### config.mk
export PLATFORM = sky130hd
export DESIGN_NAME = msr_ctrl
export DESIGN_NICKNAME = d
export VERILOG_FILES = /design/src/shared/msr_pkg.sv /design/src/rtl/msr_ctrl.sv
export VERILOG_INCLUDE_DIRS = /design/src /design/src/shared
export SDC_FILE = /design/constraint.sdc
export NUM_CORES = 1
export LEC_CHECK = 0
export BUFFER_PORTS_ARGS = -buffer_cell sky130_fd_sc_hd__buf_2
export CORE_ASPECT_RATIO = 0.75
export CORE_UTILIZATION = 35
export DETAILED_ROUTE_END_ITERATION = 7
export GPL_TIMING_DRIVEN = 0
export PLACE_DENSITY = 0.51
export SKIP_CTS_REPAIR_TIMING = 1
export SYNTH_ARGS = -nofsm -noshare
export SYNTH_HDL_FRONTEND = slang
export SYNTH_SLANG_ARGS = --single-unit
### constraint.sdc
create_clock -name pclk -period 5.3 [get_ports pclk]
set_input_delay 0.53 -clock pclk [delete_from_list [all_inputs] [get_ports pclk]]
set_output_delay 0.53 -clock pclk [all_outputs]
set_load 0.03 [all_outputs]
### src/shared/msr_cfg.svh
// Constants for the motor shutdown and reference search controller
`ifndef MSR_CFG_SVH
`define MSR_CFG_SVH
`define MSR_ADDR_CMD 12'h000
`define MSR_ADDR_TARGET 12'h004
`define MSR_ADDR_SECURE 12'h008
`define MSR_ADDR_INIT1 12'h00C
`define MSR_ADDR_INIT2 12'h010
`define MSR_ADDR_VEL 12'h014
`define MSR_ADDR_STATUS 12'h018
`define MSR_ADDR_ACTUAL_POSITION 12'h01C
`define MSR_ADDR_TGTPOS 12'h020
`define MSR_CMD_FULL_STATUS 4'h1
`define MSR_CMD_LOAD_TARGET 4'h2
`define MSR_CMD_GO_SAFE 4'h3
`define MSR_CMD_REF_SEARCH 4'h4
`define MSR_CMD_IMM_HALT 4'h5
`define MSR_CMD_DEC_HALT 4'h6
`define MSR_SECURE_OFF 11'h400
`define MSR_SECURE_SHIFT 5
`define MSR_STEP_DIV 16'h0400
`define MSR_RESET_POS 16'h0000
`endif

### src/shared/msr_pkg.sv
// Types for the motor shutdown and reference search controller
package msr_pkg;
  typedef enum logic [6:0] {
    ST_SHUTDOWN = 7'b000_0001,
    ST_STOPPED = 7'b000_0010,
    ST_MOVING = 7'b000_0100,
    ST_REF1 = 7'b000_1000,
    ST_REF2 = 7'b001_0000,
    ST_DEC_HALT = 7'b010_0000,
    ST_IMM_HALT = 7'b100_0000
  } msr_state_e;
  typedef struct packed {
    logic thermal_shutdown;
    logic temp_warn_hi;
    logic temp_warn_lo;
    logic undervoltage_shutdown;
    logic undervoltage_warning;
    logic electrical_defect;
    logic pump_failure;
    logic switch_closed;
  } msr_sense_s;
  typedef struct packed {
    logic bridge_hiz;
    logic hold_current;
    logic motor_clk_en;
    logic pump_en;
  } msr_drive_s;
endpackage

### src/rtl/msr_ctrl.sv
// Supervisory shutdown, reference search and command priority logic
//
// Function
// - Switch-closed flag reads zero while the switch input senses open.
// - Switch state triggers no automatic action; flag only mirrors input.
// - Enter shutdown when temperature rises above thermal shutdown threshold.
// - Enter shutdown when supply falls below undervoltage shutdown level.
// - Electrical fault sets electrical-defect flag and enters shutdown.
// - Charge pump failure sets pump-failure flag and enters shutdown.
// - Bridge outputs high impedance while in shutdown.
// - On entering shutdown copy actual position into target position.
// - Bus interface stays fully operational during shutdown.
// - Leave shutdown only when causes cleared and full status read follows.
// - On leaving shutdown apply hold current, clock, pump; accept commands.
// - First reference motion uses given velocities and RAM acceleration.
// - Second reference motion rectangular, never faster than minimum velocity.
// - After second motion clear position; go to secure unless -1024.
// - During reference search ignore all commands except immediate halt.
// - Deadlock left only by immediate halt then full status read.
// - Two temperature pre-warning thresholds raise warning indications.
// - Undervoltage warning level raises warning without shutdown.
// - Ignore load-target and go-safe commands while lost-step flag set.
// - In moving state immediate halt beats decelerated halt beats arrival.
//
// Local design decisions: the APB slave port and the address map.
`timescale 1ns/100ps
`include "msr_cfg.svh"
module msr_ctrl #(
  parameter int POS_W = 16,
  parameter int STEP_DIV = `MSR_STEP_DIV
) (
  input wire logic pclk,
  input wire logic presetn,
  input wire logic psel,
  input wire logic penable,
  input wire logic pwrite,
  input wire logic [11:0] paddr,
  input wire logic [31:0] pwdata,
  input wire logic [3:0] pstrb,
  output logic [31:0] prdata,
  output logic pready,
  output logic pslverr,
  input wire msr_pkg::msr_sense_s sense_in,
  output msr_pkg::msr_drive_s drive_out,
  output logic step_q,
  output logic dir_q,
  output logic [7:0] step_rate_q
);
  // Bus decode
  wire bus_acc = psel && penable;
  wire bus_wr = bus_acc && pwrite;
  wire bus_rd = bus_acc && !pwrite;
  wire hit_cmd = paddr == `MSR_ADDR_CMD;
  wire hit_tgt = paddr == `MSR_ADDR_TARGET;
  wire hit_sec = paddr == `MSR_ADDR_SECURE;
  wire hit_i1 = paddr == `MSR_ADDR_INIT1;
  wire hit_i2 = paddr == `MSR_ADDR_INIT2;
  wire hit_vel = paddr == `MSR_ADDR_VEL;
  wire hit_sts = paddr == `MSR_ADDR_STATUS;
  wire hit_act = paddr == `MSR_ADDR_ACTUAL_POSITION;
  wire hit_tpo = paddr == `MSR_ADDR_TGTPOS;
  wire mapped = hit_cmd | hit_tgt | hit_sec | hit_i1 | hit_i2 | hit_vel | hit_sts
    | hit_act | hit_tpo;

  msr_pkg::msr_state_e state_q, state_d;
  logic [POS_W-1:0] act_q, act_d, tag_q, tag_d;
  logic [POS_W-1:0] cmd_tgt_q, init1_q, init2_q;
  logic [10:0] secure_q;
  logic [3:0] vmin_q, vmax_q, acc_q;
  logic [3:0] cmd_q;
  logic cmd_vld_q;
  logic lost_step_q, lost_step_d;
  logic eldef_q, pump_fail_q;
  logic [15:0] div_q;
  logic [7:0] rate_q, rate_d;

  // Host writes of position and velocity parameters are taken in every state
  always_ff @(posedge pclk or negedge presetn) begin
    if (!presetn) begin
      cmd_tgt_q <= `MSR_RESET_POS;
      init1_q <= `MSR_RESET_POS;
      init2_q <= `MSR_RESET_POS;
      secure_q <= `MSR_SECURE_OFF;
      {vmin_q, vmax_q, acc_q} <= 12'h000;
    end else if (bus_wr) begin
      if (hit_tgt) cmd_tgt_q <= pwdata[POS_W-1:0];
      if (hit_sec) secure_q <= pwdata[10:0];
      if (hit_i1) init1_q <= pwdata[POS_W-1:0];
      if (hit_i2) init2_q <= pwdata[POS_W-1:0];
      if (hit_vel) {acc_q, vmax_q, vmin_q} <= pwdata[11:0];
    end
  end

  // One-cycle command strobe from a write to the command word
  always_ff @(posedge pclk or negedge presetn) begin
    if (!presetn) begin
      cmd_q <= 4'h0;
      cmd_vld_q <= 1'b0;
    end else begin
      cmd_vld_q <= bus_wr && hit_cmd;
      cmd_q <= pwdata[3:0];
    end
  end

  wire c_full = cmd_vld_q && cmd_q == `MSR_CMD_FULL_STATUS;
  wire c_load = cmd_vld_q && cmd_q == `MSR_CMD_LOAD_TARGET && !lost_step_q;
  wire c_safe = cmd_vld_q && cmd_q == `MSR_CMD_GO_SAFE && !lost_step_q;
  wire c_ref = cmd_vld_q && cmd_q == `MSR_CMD_REF_SEARCH;
  wire c_imm = cmd_vld_q && cmd_q == `MSR_CMD_IMM_HALT;
  wire c_dec = cmd_vld_q && cmd_q == `MSR_CMD_DEC_HALT;

  // Fault causes, sampled every cycle
  wire fault_now = sense_in.thermal_shutdown | sense_in.undervoltage_shutdown
    | sense_in.electrical_defect | sense_in.pump_failure;
  // Sticky defect flags only report; the read that clears them may also end shutdown
  wire faults_clear = !fault_now;
  wire secure_en = secure_q != `MSR_SECURE_OFF;
  wire [POS_W-1:0] secure_pos = POS_W'({{(POS_W-11){secure_q[10]}}, secure_q})
    << `MSR_SECURE_SHIFT;
  wire at_tag = act_q == tag_q;
  wire moving = state_q == msr_pkg::ST_MOVING || state_q == msr_pkg::ST_REF1
    || state_q == msr_pkg::ST_REF2 || state_q == msr_pkg::ST_DEC_HALT;
  wire step_en = div_q == 16'h0000;

  // Defect flags stick until a full status read with the cause gone; set wins
  always_ff @(posedge pclk or negedge presetn) begin
    if (!presetn) begin
      eldef_q <= 1'b0;
      pump_fail_q <= 1'b0;
    end else begin
      eldef_q <= sense_in.electrical_defect | (eldef_q & !c_full);
      pump_fail_q <= sense_in.pump_failure | (pump_fail_q & !c_full);
    end
  end

  // Step pacing enable; faster profile index shortens the interval
  always_ff @(posedge pclk or negedge presetn) begin
    if (!presetn) div_q <= 16'h0000;
    else if (step_en) div_q <= 16'(STEP_DIV - 1) >> rate_q[3:0];
    else div_q <= div_q - 16'h0001;
  end

  always_comb begin
    state_d = state_q;
    act_d = act_q;
    tag_d = tag_q;
    lost_step_d = lost_step_q;
    rate_d = rate_q;
    if (moving && step_en && !at_tag) act_d = act_q + (tag_q[POS_W-1:0] > act_q ?
      POS_W'(1) : {POS_W{1'b1}});
    if (fault_now && state_q != msr_pkg::ST_SHUTDOWN) begin
      state_d = msr_pkg::ST_SHUTDOWN;
      tag_d = act_q;
      act_d = act_q;
    end else begin
      case (state_q)
        msr_pkg::ST_SHUTDOWN: begin
          if (c_full && faults_clear) begin
            state_d = msr_pkg::ST_STOPPED;
            lost_step_d = 1'b0;
          end
        end
        msr_pkg::ST_STOPPED: begin
          if (c_ref) begin
            state_d = msr_pkg::ST_REF1;
            tag_d = init1_q;
            rate_d = {vmin_q, vmax_q};
          end else if (c_load) begin
            tag_d = cmd_tgt_q;
            state_d = msr_pkg::ST_MOVING;
          end else if (c_safe && secure_en) begin
            tag_d = secure_pos;
            state_d = msr_pkg::ST_MOVING;
          end
          if (c_full) lost_step_d = 1'b0;
        end
        msr_pkg::ST_MOVING: begin
          if (c_imm) begin
            state_d = msr_pkg::ST_IMM_HALT;
            lost_step_d = 1'b1;
          end else if (c_dec) state_d = msr_pkg::ST_DEC_HALT;
          else if (c_load) tag_d = cmd_tgt_q;
          else if (c_safe && secure_en) tag_d = secure_pos;
          else if (at_tag) state_d = msr_pkg::ST_STOPPED;
        end
        msr_pkg::ST_REF1, msr_pkg::ST_REF2: begin
          if (c_imm) begin
            state_d = msr_pkg::ST_IMM_HALT;
            lost_step_d = 1'b1;
          end else if (at_tag && state_q == msr_pkg::ST_REF1) begin
            state_d = msr_pkg::ST_REF2;
            tag_d = init2_q;
            rate_d = {4'h0, vmin_q};
          end else if (at_tag) begin
            act_d = `MSR_RESET_POS;
            tag_d = secure_en ? secure_pos : `MSR_RESET_POS;
            state_d = secure_en ? msr_pkg::ST_MOVING : msr_pkg::ST_STOPPED;
          end
        end
        msr_pkg::ST_DEC_HALT: begin
          if (c_imm) begin
            state_d = msr_pkg::ST_IMM_HALT;
            lost_step_d = 1'b1;
          end else begin
            state_d = msr_pkg::ST_STOPPED;
            // Keep a step taken this cycle, so target and position agree
            tag_d = act_d;
          end
        end
        msr_pkg::ST_IMM_HALT: begin
          tag_d = act_q;
          if (c_full) state_d = msr_pkg::ST_STOPPED;
        end
        default: state_d = msr_pkg::ST_SHUTDOWN;
      endcase
    end
  end

  // Power-on starts in shutdown so the first full status read activates it
  always_ff @(posedge pclk or negedge presetn) begin
    if (!presetn) begin
      state_q <= msr_pkg::ST_SHUTDOWN;
      act_q <= `MSR_RESET_POS;
      tag_q <= `MSR_RESET_POS;
      lost_step_q <= 1'b0;
      rate_q <= 8'h00;
    end else begin
      state_q <= state_d;
      act_q <= act_d;
      tag_q <= tag_d;
      lost_step_q <= lost_step_d;
      rate_q <= rate_d;
    end
  end

  // Motor-side outputs, registered
  wire shut_d = state_d == msr_pkg::ST_SHUTDOWN;
  always_ff @(posedge pclk or negedge presetn) begin
    if (!presetn) begin
      drive_out <= 4'b1000;
      step_q <= 1'b0;
      dir_q <= 1'b0;
      step_rate_q <= 8'h00;
    end else begin
      drive_out.bridge_hiz <= shut_d;
      drive_out.hold_current <= !shut_d;
      drive_out.motor_clk_en <= !shut_d;
      drive_out.pump_en <= !shut_d;
      step_q <= act_d != act_q;
      dir_q <= tag_q > act_q;
      // Second motion carries only the minimum velocity, no ramp
      step_rate_q <= state_q == msr_pkg::ST_REF2 ? {4'h0, vmin_q} : {acc_q, vmax_q};
    end
  end

  // Status word; switch bit is a pure mirror with no side effects
  wire [31:0] status_w = {16'h0000, 1'b0, state_q,
    lost_step_q, pump_fail_q, eldef_q,
    sense_in.thermal_shutdown, sense_in.temp_warn_hi,
    sense_in.temp_warn_lo, sense_in.undervoltage_warning,
    sense_in.switch_closed};
  wire [31:0] rd_mux = hit_sts ? status_w
    : hit_act ? 32'(act_q)
    : hit_tpo ? 32'(tag_q)
    : hit_tgt ? 32'(cmd_tgt_q)
    : hit_sec ? {21'h00_0000, secure_q}
    : hit_i1 ? 32'(init1_q)
    : hit_i2 ? 32'(init2_q)
    : hit_vel ? {20'h0_0000, acc_q, vmax_q, vmin_q}
    : 32'h0000_0000;

  always_ff @(posedge pclk or negedge presetn) begin
    if (!presetn) begin
      prdata <= 32'h0000_0000;
      pready <= 1'b0;
      pslverr <= 1'b0;
    end else begin
      pready <= psel && !penable;
      pslverr <= psel && !penable && !mapped;
      prdata <= (psel && !penable && !pwrite) ? rd_mux : prdata;
    end
  end
endmodule

# --- After elaboration in Yosys (flattened, before gate mapping) ---
# Index checks and enable logic that the tools add are counted.
totals:
  latchBits: 0
  output_inout_bits: 48
  ramBits: 0
  input_bits: 61
  n_memories: 0
  ff_bits: 184
  rom_bits: 0
classes:
  n_reduce_logical: 46
  shifts: 1
  n_div: 0
  multipliers: 0
  add_sub_neg: 2
  muxes: 54
  bitwise: 16
  magnitude_cmp: 1
  eq_ne: 37
op_table:
  columns: ["cell", "count"]
  rows:
  - ["$mux W16", 26]
  - ["$mux W7", 15]
  - ["$pmux W16 S5", 1]
  - ["$eq A12 B5 Y1 const B", 4]
  - ["$pmux W7 S6", 1]
  - ["$eq A12 B4 Y1 const B", 2]
  - ["$logic_and A1 B1 Y1", 20]
  - ["$add A16 B16 Y16", 1]
  - ["$eq A16 B16 Y1", 1]
  - ["$gt A16 B16 Y1", 1]
  - ["$logic_not A16 Y1", 1]
  - ["$ne A16 B16 Y1", 1]
  - ["$shr A10 B4 Y16 const A", 1]
  - ["$sub A16 B1 Y16 const B", 1]
  - ["$eq A7 B1 Y1 const B", 2]
  - ["$or A1 B1 Y1", 13]
  - ["$eq A12 B3 Y1 const B", 1]
  - ["$eq A12 B6 Y1 const B", 1]
  - ["$eq A4 B3 Y1 const B", 3]
  - ["$logic_not A12 Y1", 1]
  - ["$mux W12", 1]
  - ["$mux W4", 3]
  - ["$ne A11 B11 Y1 const B", 1]
  - ["$ne A2 B2 Y1 const B", 5]
  - ["other kinds (30)", 50]

# --- Logic depth before layout (Yosys ltp) ---
depth:
  depth_word: 13
  mapped_depth: 19
  depth_no_buf: 19

# --- Worst setup path before layout ---
# No wires, ideal clock.
synth_timing:
  path_type: "register to register"
  start: "register act_q[1]"
  end: "register step_q"
  t_arrival_ps: 4687
  required_ps: 5155
  path_buffers: 0
  setup_slack_ps: 467
  path_stages_with_launch: 19
  path_cell_list: "dfrtp_1 > inv_1 > ha_1 > nor2b_1 > o211ai_1 > a21oi_1 > or3_1 > a221oi_1 > nand2b_1 > ha_1 > a211oi_1 > o21bai_1 > a2111oi_2 > nor2_1 > xnor2_2 > o221ai_1 > a211o_1 > a2111oi_1 > o2111ai_1"
synth_between:
  elab_chain_cells: 10
  word_cells_on_any_way: 14
  classes_between: "1 x add/sub; 1 x order compare; 2 x eq/ne; 7 x mux; 3 x reduce/logical"
synth_rtl:
  columns: ["element", "line", "rtl"]
  rows:
  - ["start, declared", "msr_ctrl.sv:66", "logic [POS_W-1:0] act_q, act_d, tag_q, tag_d;"]
  - ["start signal, assigned", "msr_ctrl.sv:223", "act_q <= `MSR_RESET_POS;"]
  - ["start signal, assigned", "msr_ctrl.sv:229", "act_q <= act_d;"]
  - ["$gt A16 B16 Y1 or $eq A16 B16 Y1 (tied branches)", "msr_ctrl.sv:149, msr_ctrl.sv:120", null]
  - ["$mux W16 or $logic_not A1 Y1 (tied branches)", "msr_ctrl.sv:149", "if (moving && step_en && !at_tag) act_d = act_q + (tag_q[POS_W-1:0] > act_q ?"]
  - ["$add A16 B16 Y16 or $logic_and A1 B1 Y1 (tied branches)", "msr_ctrl.sv:149", null]
  - ["$mux W16", "msr_ctrl.sv:149", null]
  - ["$mux W16", "msr_ctrl.sv:194", "end else if (at_tag) begin"]
  - ["$mux W16", "msr_ctrl.sv:190", "end else if (at_tag && state_q == msr_pkg::ST_REF1) begin"]
  - ["$mux W16", "msr_ctrl.sv:187", "if (c_imm) begin"]
  - ["$mux W16", "msr_ctrl.sv:156", "case (state_q)"]
  - ["$mux W16", "msr_ctrl.sv:151", "if (fault_now && state_q != msr_pkg::ST_SHUTDOWN) begin"]
  - ["$ne A16 B16 Y1 *", "msr_ctrl.sv:249", "step_q <= act_d != act_q;"]
  - ["end signal, assigned", "msr_ctrl.sv:249", null]
  - ["end, declared", "msr_ctrl.sv:45", "output logic step_q,"]
# Mark *: on every way between the ends. The rest lies on a longest branch, timed or not.
# A chain may end at the register's enable or synchronous reset.

# --- Worst setup path after layout ---
layout_timing:
  start: "register act_q[11]"
  end: "register step_q"
# The elaborated chain is that of the path after synthesis.

==> results.py <==
metrics = {
    "timing": {
        "setup_slack_ns": 0.1569,
        "hold_violations": 0,
        "slew_headroom_pct": 30.38,
        "max_freq_mhz": 194.4,
        "worst_slew_pin_slew_ns": 1.035,
        "final_max_slew_viol_count": 0,
        "finalCriticalPeriod_ns": 5.143,
        "setup-violations-final": 0,
        "skew_ns": 0.01924,
        "fin_crit_sh_pct": 97.04,
    },
    "setup_path": {
        "crit_chain": "inv_1, ha_1, a21oi_1, o21ai_0, or3_1, a221oi_4, nand2b_4, buf_4, ha_1, o211ai_1, a21oi_4, a211oi_4, xnor3_1, a211oi_2, o221ai_1, a211o_1, a2111oi_4, o2111ai_1",
        "cp_slowest_cell": "or3_1",
        "cp.arrival_ns": 5.45,
        "path_delay_family": "compound AO/OA/AOI/OAI gates",
        "crit_path_start_kind": "flip-flop",
        "endpoint_kind": "flip-flop",
        "crit_top_cell": "ha_1",
        "criticalPathCategory": "reg2reg",
        "crit_path_max_fanout": 7,
        "cp_num_buf_inv": 2,
        "worstPathRequired_ns": 5.61,
        "max_stage_delay_ns": 0.50,
    },
    "finish": {
        "syn_to_final_growth_pct": 16.50,
        "nets": 1291,
        "n_antenna_cell": 0,
        "drive_above_1_share_pct": 21.11,
    },
    "floorplan": {
        "core_area_um2": 28450,
        "placementRows": 53,
        "fp.dieH_um": 150.4,
        "die_width_um": 199.9,
        "die_area_um2": 30070,
        "io_pins": 109,
        "start_util_pct": 36.14,
    },
    "logic_synthesis": {
        "synth_common_cells": "dfrtp_1, nor2_1, mux2_2",
        "async_reset_ff_share_pct": 100.0,
        "ys_seq_elements": 168,
        "ys_types": 77,
        "synth_cells": 1080,
        "synth_area_leaders": "dfrtp_1, mux2_2, ha_1",
        "yosysMostFrequentCell": "dfrtp_1",
        "synthesis.area_um2": 10280,
        "yosys_warnings": 0,
        "yosys.area.top_type": "dfrtp_1",
        "synth.top_cell.area_share_pct": 40.16,
        "ys_seq_area_share_pct": 40.92,
        "synth_area_per_cell_um2": 9.521,
        "synth_edf_count": 0,
        "synth_flop_cell": "dfrtp_1",
    },
    "route": {
        "vias": 9364,
        "vias_per_cell": 5.878,
        "wl_per_cell_um": 23.65,
        "first_pass_iters": 6,
        "wirelength_um": 37680,
        "first_iter_violations": 1133,
        "antenna_left": 0,
        "drc": 0,
    },
    "global_route": {
        "grt.busiest_layer": "met1",
        "grtUsageMet1_pct": 40.41,
        "met2_usage_pct": 34.10,
        "grt_max_degree": 101,
        "antenna_found_initial": 0,
        "overflow": 0,
        "track_usage_pct": 25.66,
        "grt_pass1_vias": 8653,
        "grt_pass1_wl_um": 55920,
        "use_met3_pct": 7.056,
    },
    "clock_network": {
        "clock-root-buffer": "clkbuf_16",
        "clockBufferDepth": 2,
        "cts_buffers": 17,
        "cts_tree": "yes",
        "cts_max_level": 4,
        "clk_latency_ns": 0.46,
        "clock-sinks": 168,
        "path_clk_slew_ns": 0.08,
    },
    "placement": {
        "dp_hpwl_um": 28810,
        "gp_congestion": 0.9717,
        "place_ws_ns": -0.7888,
        "portBuffers": 72,
    },
    "power_and_ir_drop": {
        "powerDensity_nw_per_um2": 265.3,
        "power.total_mw": 3.178,
        "peakVddDrop_mv": 0.1900,
        "p_leak_nw": 5.520,
    },
    "job": {
        "maxCapViolations": 0,
    },
    "outcome": {
        "outcome": "completed",
    },
    "hold_path": {
        "hold_path_class": "in2async",
    },
}
==> cell usage in the layout, fill, tap and decap left out, types with 11 or more instances in the layout <==
cell	n
nor3_1	29
a21oi_1	67
clkbuf_16	17
buf_4	25
clkbuf_1	56
nand3_1	17
a222oi_1	14
a22oi_1	20
conb_1	16
nor2_1	82
a21o_1	21
a31oi_1	19
ha_1	34
a221oi_1	12
xnor2_1	14
mux2_2	76
dfrtp_1	157
inv_1	29
o22ai_1	16
mux2i_1	18
and3_1	26
xor2_1	17
nand2b_1	11
a211oi_1	12
nand2_1	67
buf_2	81
o21ai_0	67
==> layout make-up <==
class,instances,area (um^2)
buffer,88,426.7
clock buffer,17,425.4
clock inverter,15,171.4
fill,2868,16470
inverter,29,108.9
multi-input combinational,811,5697
sequential,168,4218
tap,385,481.7
timing repair buffer,80,450.4
==> routing by layer <==
metal | share of wire (%) | vias up
met5 | 0 | -
met4 | 0.88 | 0
met3 | 9.0 | 31
met2 | 40 | 385
met1 | 50 | 4683
li1 | - | 4265
==> report_power, final <==
part | internal, mW | switching, mW | leakage, nW | total [mW]
Sequential | 1.34 | 0.0720 | 2.16 | 1.41
Combinational | 0.193 | 0.279 | 3.08 | 0.471
Clock | 0.705 | 0.591 | 0.281 | 1.30
==> worst reg2reg max path: cells and delay by family, from the launching register on <==
family	cells	cell delay (ns)
AO/OA/AOI/OAI	11	2.56
AND/OR/NAND/NOR	2	0.77
adder cells (fa/ha/maj)	2	0.60
flip-flops	1	0.46
buffers and inverters	2	0.35
XOR/XNOR	1	0.27
==> path summary, 6_finish.rpt <==
kind | start | depth (start not counted) | end | slack [ns]
max | act_q[11]$_DFF_PN0_ | 18 | step_q$_DFF_PN0_ | 0.16
min reg2reg | prdata[9]$_DFFE_PN0P_ | 1 | prdata[9]$_DFFE_PN0P_ | 0.47
max in group asynchronous | presetn | 2 | cmd_tgt_q[7]$_DFFE_PN0P_ | 4.32
max reg2reg | act_q[11]$_DFF_PN0_ | 18 | step_q$_DFF_PN0_ | 0.16
min | presetn | 1 | state_q[6]$_DFF_PN0_ | 0.02
min in group pclk | pwdata[1] | 1 | cmd_q[1]$_DFF_PN0_ | 0.27
==> kinds of logic after synthesis <==
logic type | Yosys count | share of synthesized area [%]
AOI/OAI and AO/OA | 333 | 21.92
xor gates and xnor gates | 33 | 3.018
adders and majority gates | 35 | 4.332
buffers and inverters | 117 | 5.184
DFF | 168 | 40.92
muxes | 94 | 10.08
other | 1 | 0.03647
and+or+nand+nor | 299 | 14.52
==> through the flow <==
stage | setup TNS [ns] | hold slack (ns) | utilization, % | instance area, um^2 | cells
5_1_grt | -0.08379 | 0.05957 | 42.11 | 11980 | 1593
6_report | 0 | 0.02283 | 42.11 | 11980 | 1593
2_1_floorplan | 0 | 0.2344 | - | 10340 | 1095
4_1_cts | -2.218 | 0.04422 | 41.55 | 11820 | 1585
3_5_place_dp | -1.965 | 0.4610 | 39.46 | 11220 | 1553
3_3_place_gp | -1.433 | 0.4562 | 39.30 | 11180 | 1552
==> sequential cells by signal, indices dropped and copies added (netlist names), 8 cells and up <==
register and flops:
secure_q 11, step_rate_q 8, act_q 16, init2_q 16, tag_q 16, init1_q 16
prdata 16, div_q 16, cmd_tgt_q 16
No activity file was read; power rests on OpenSTA's default activity.
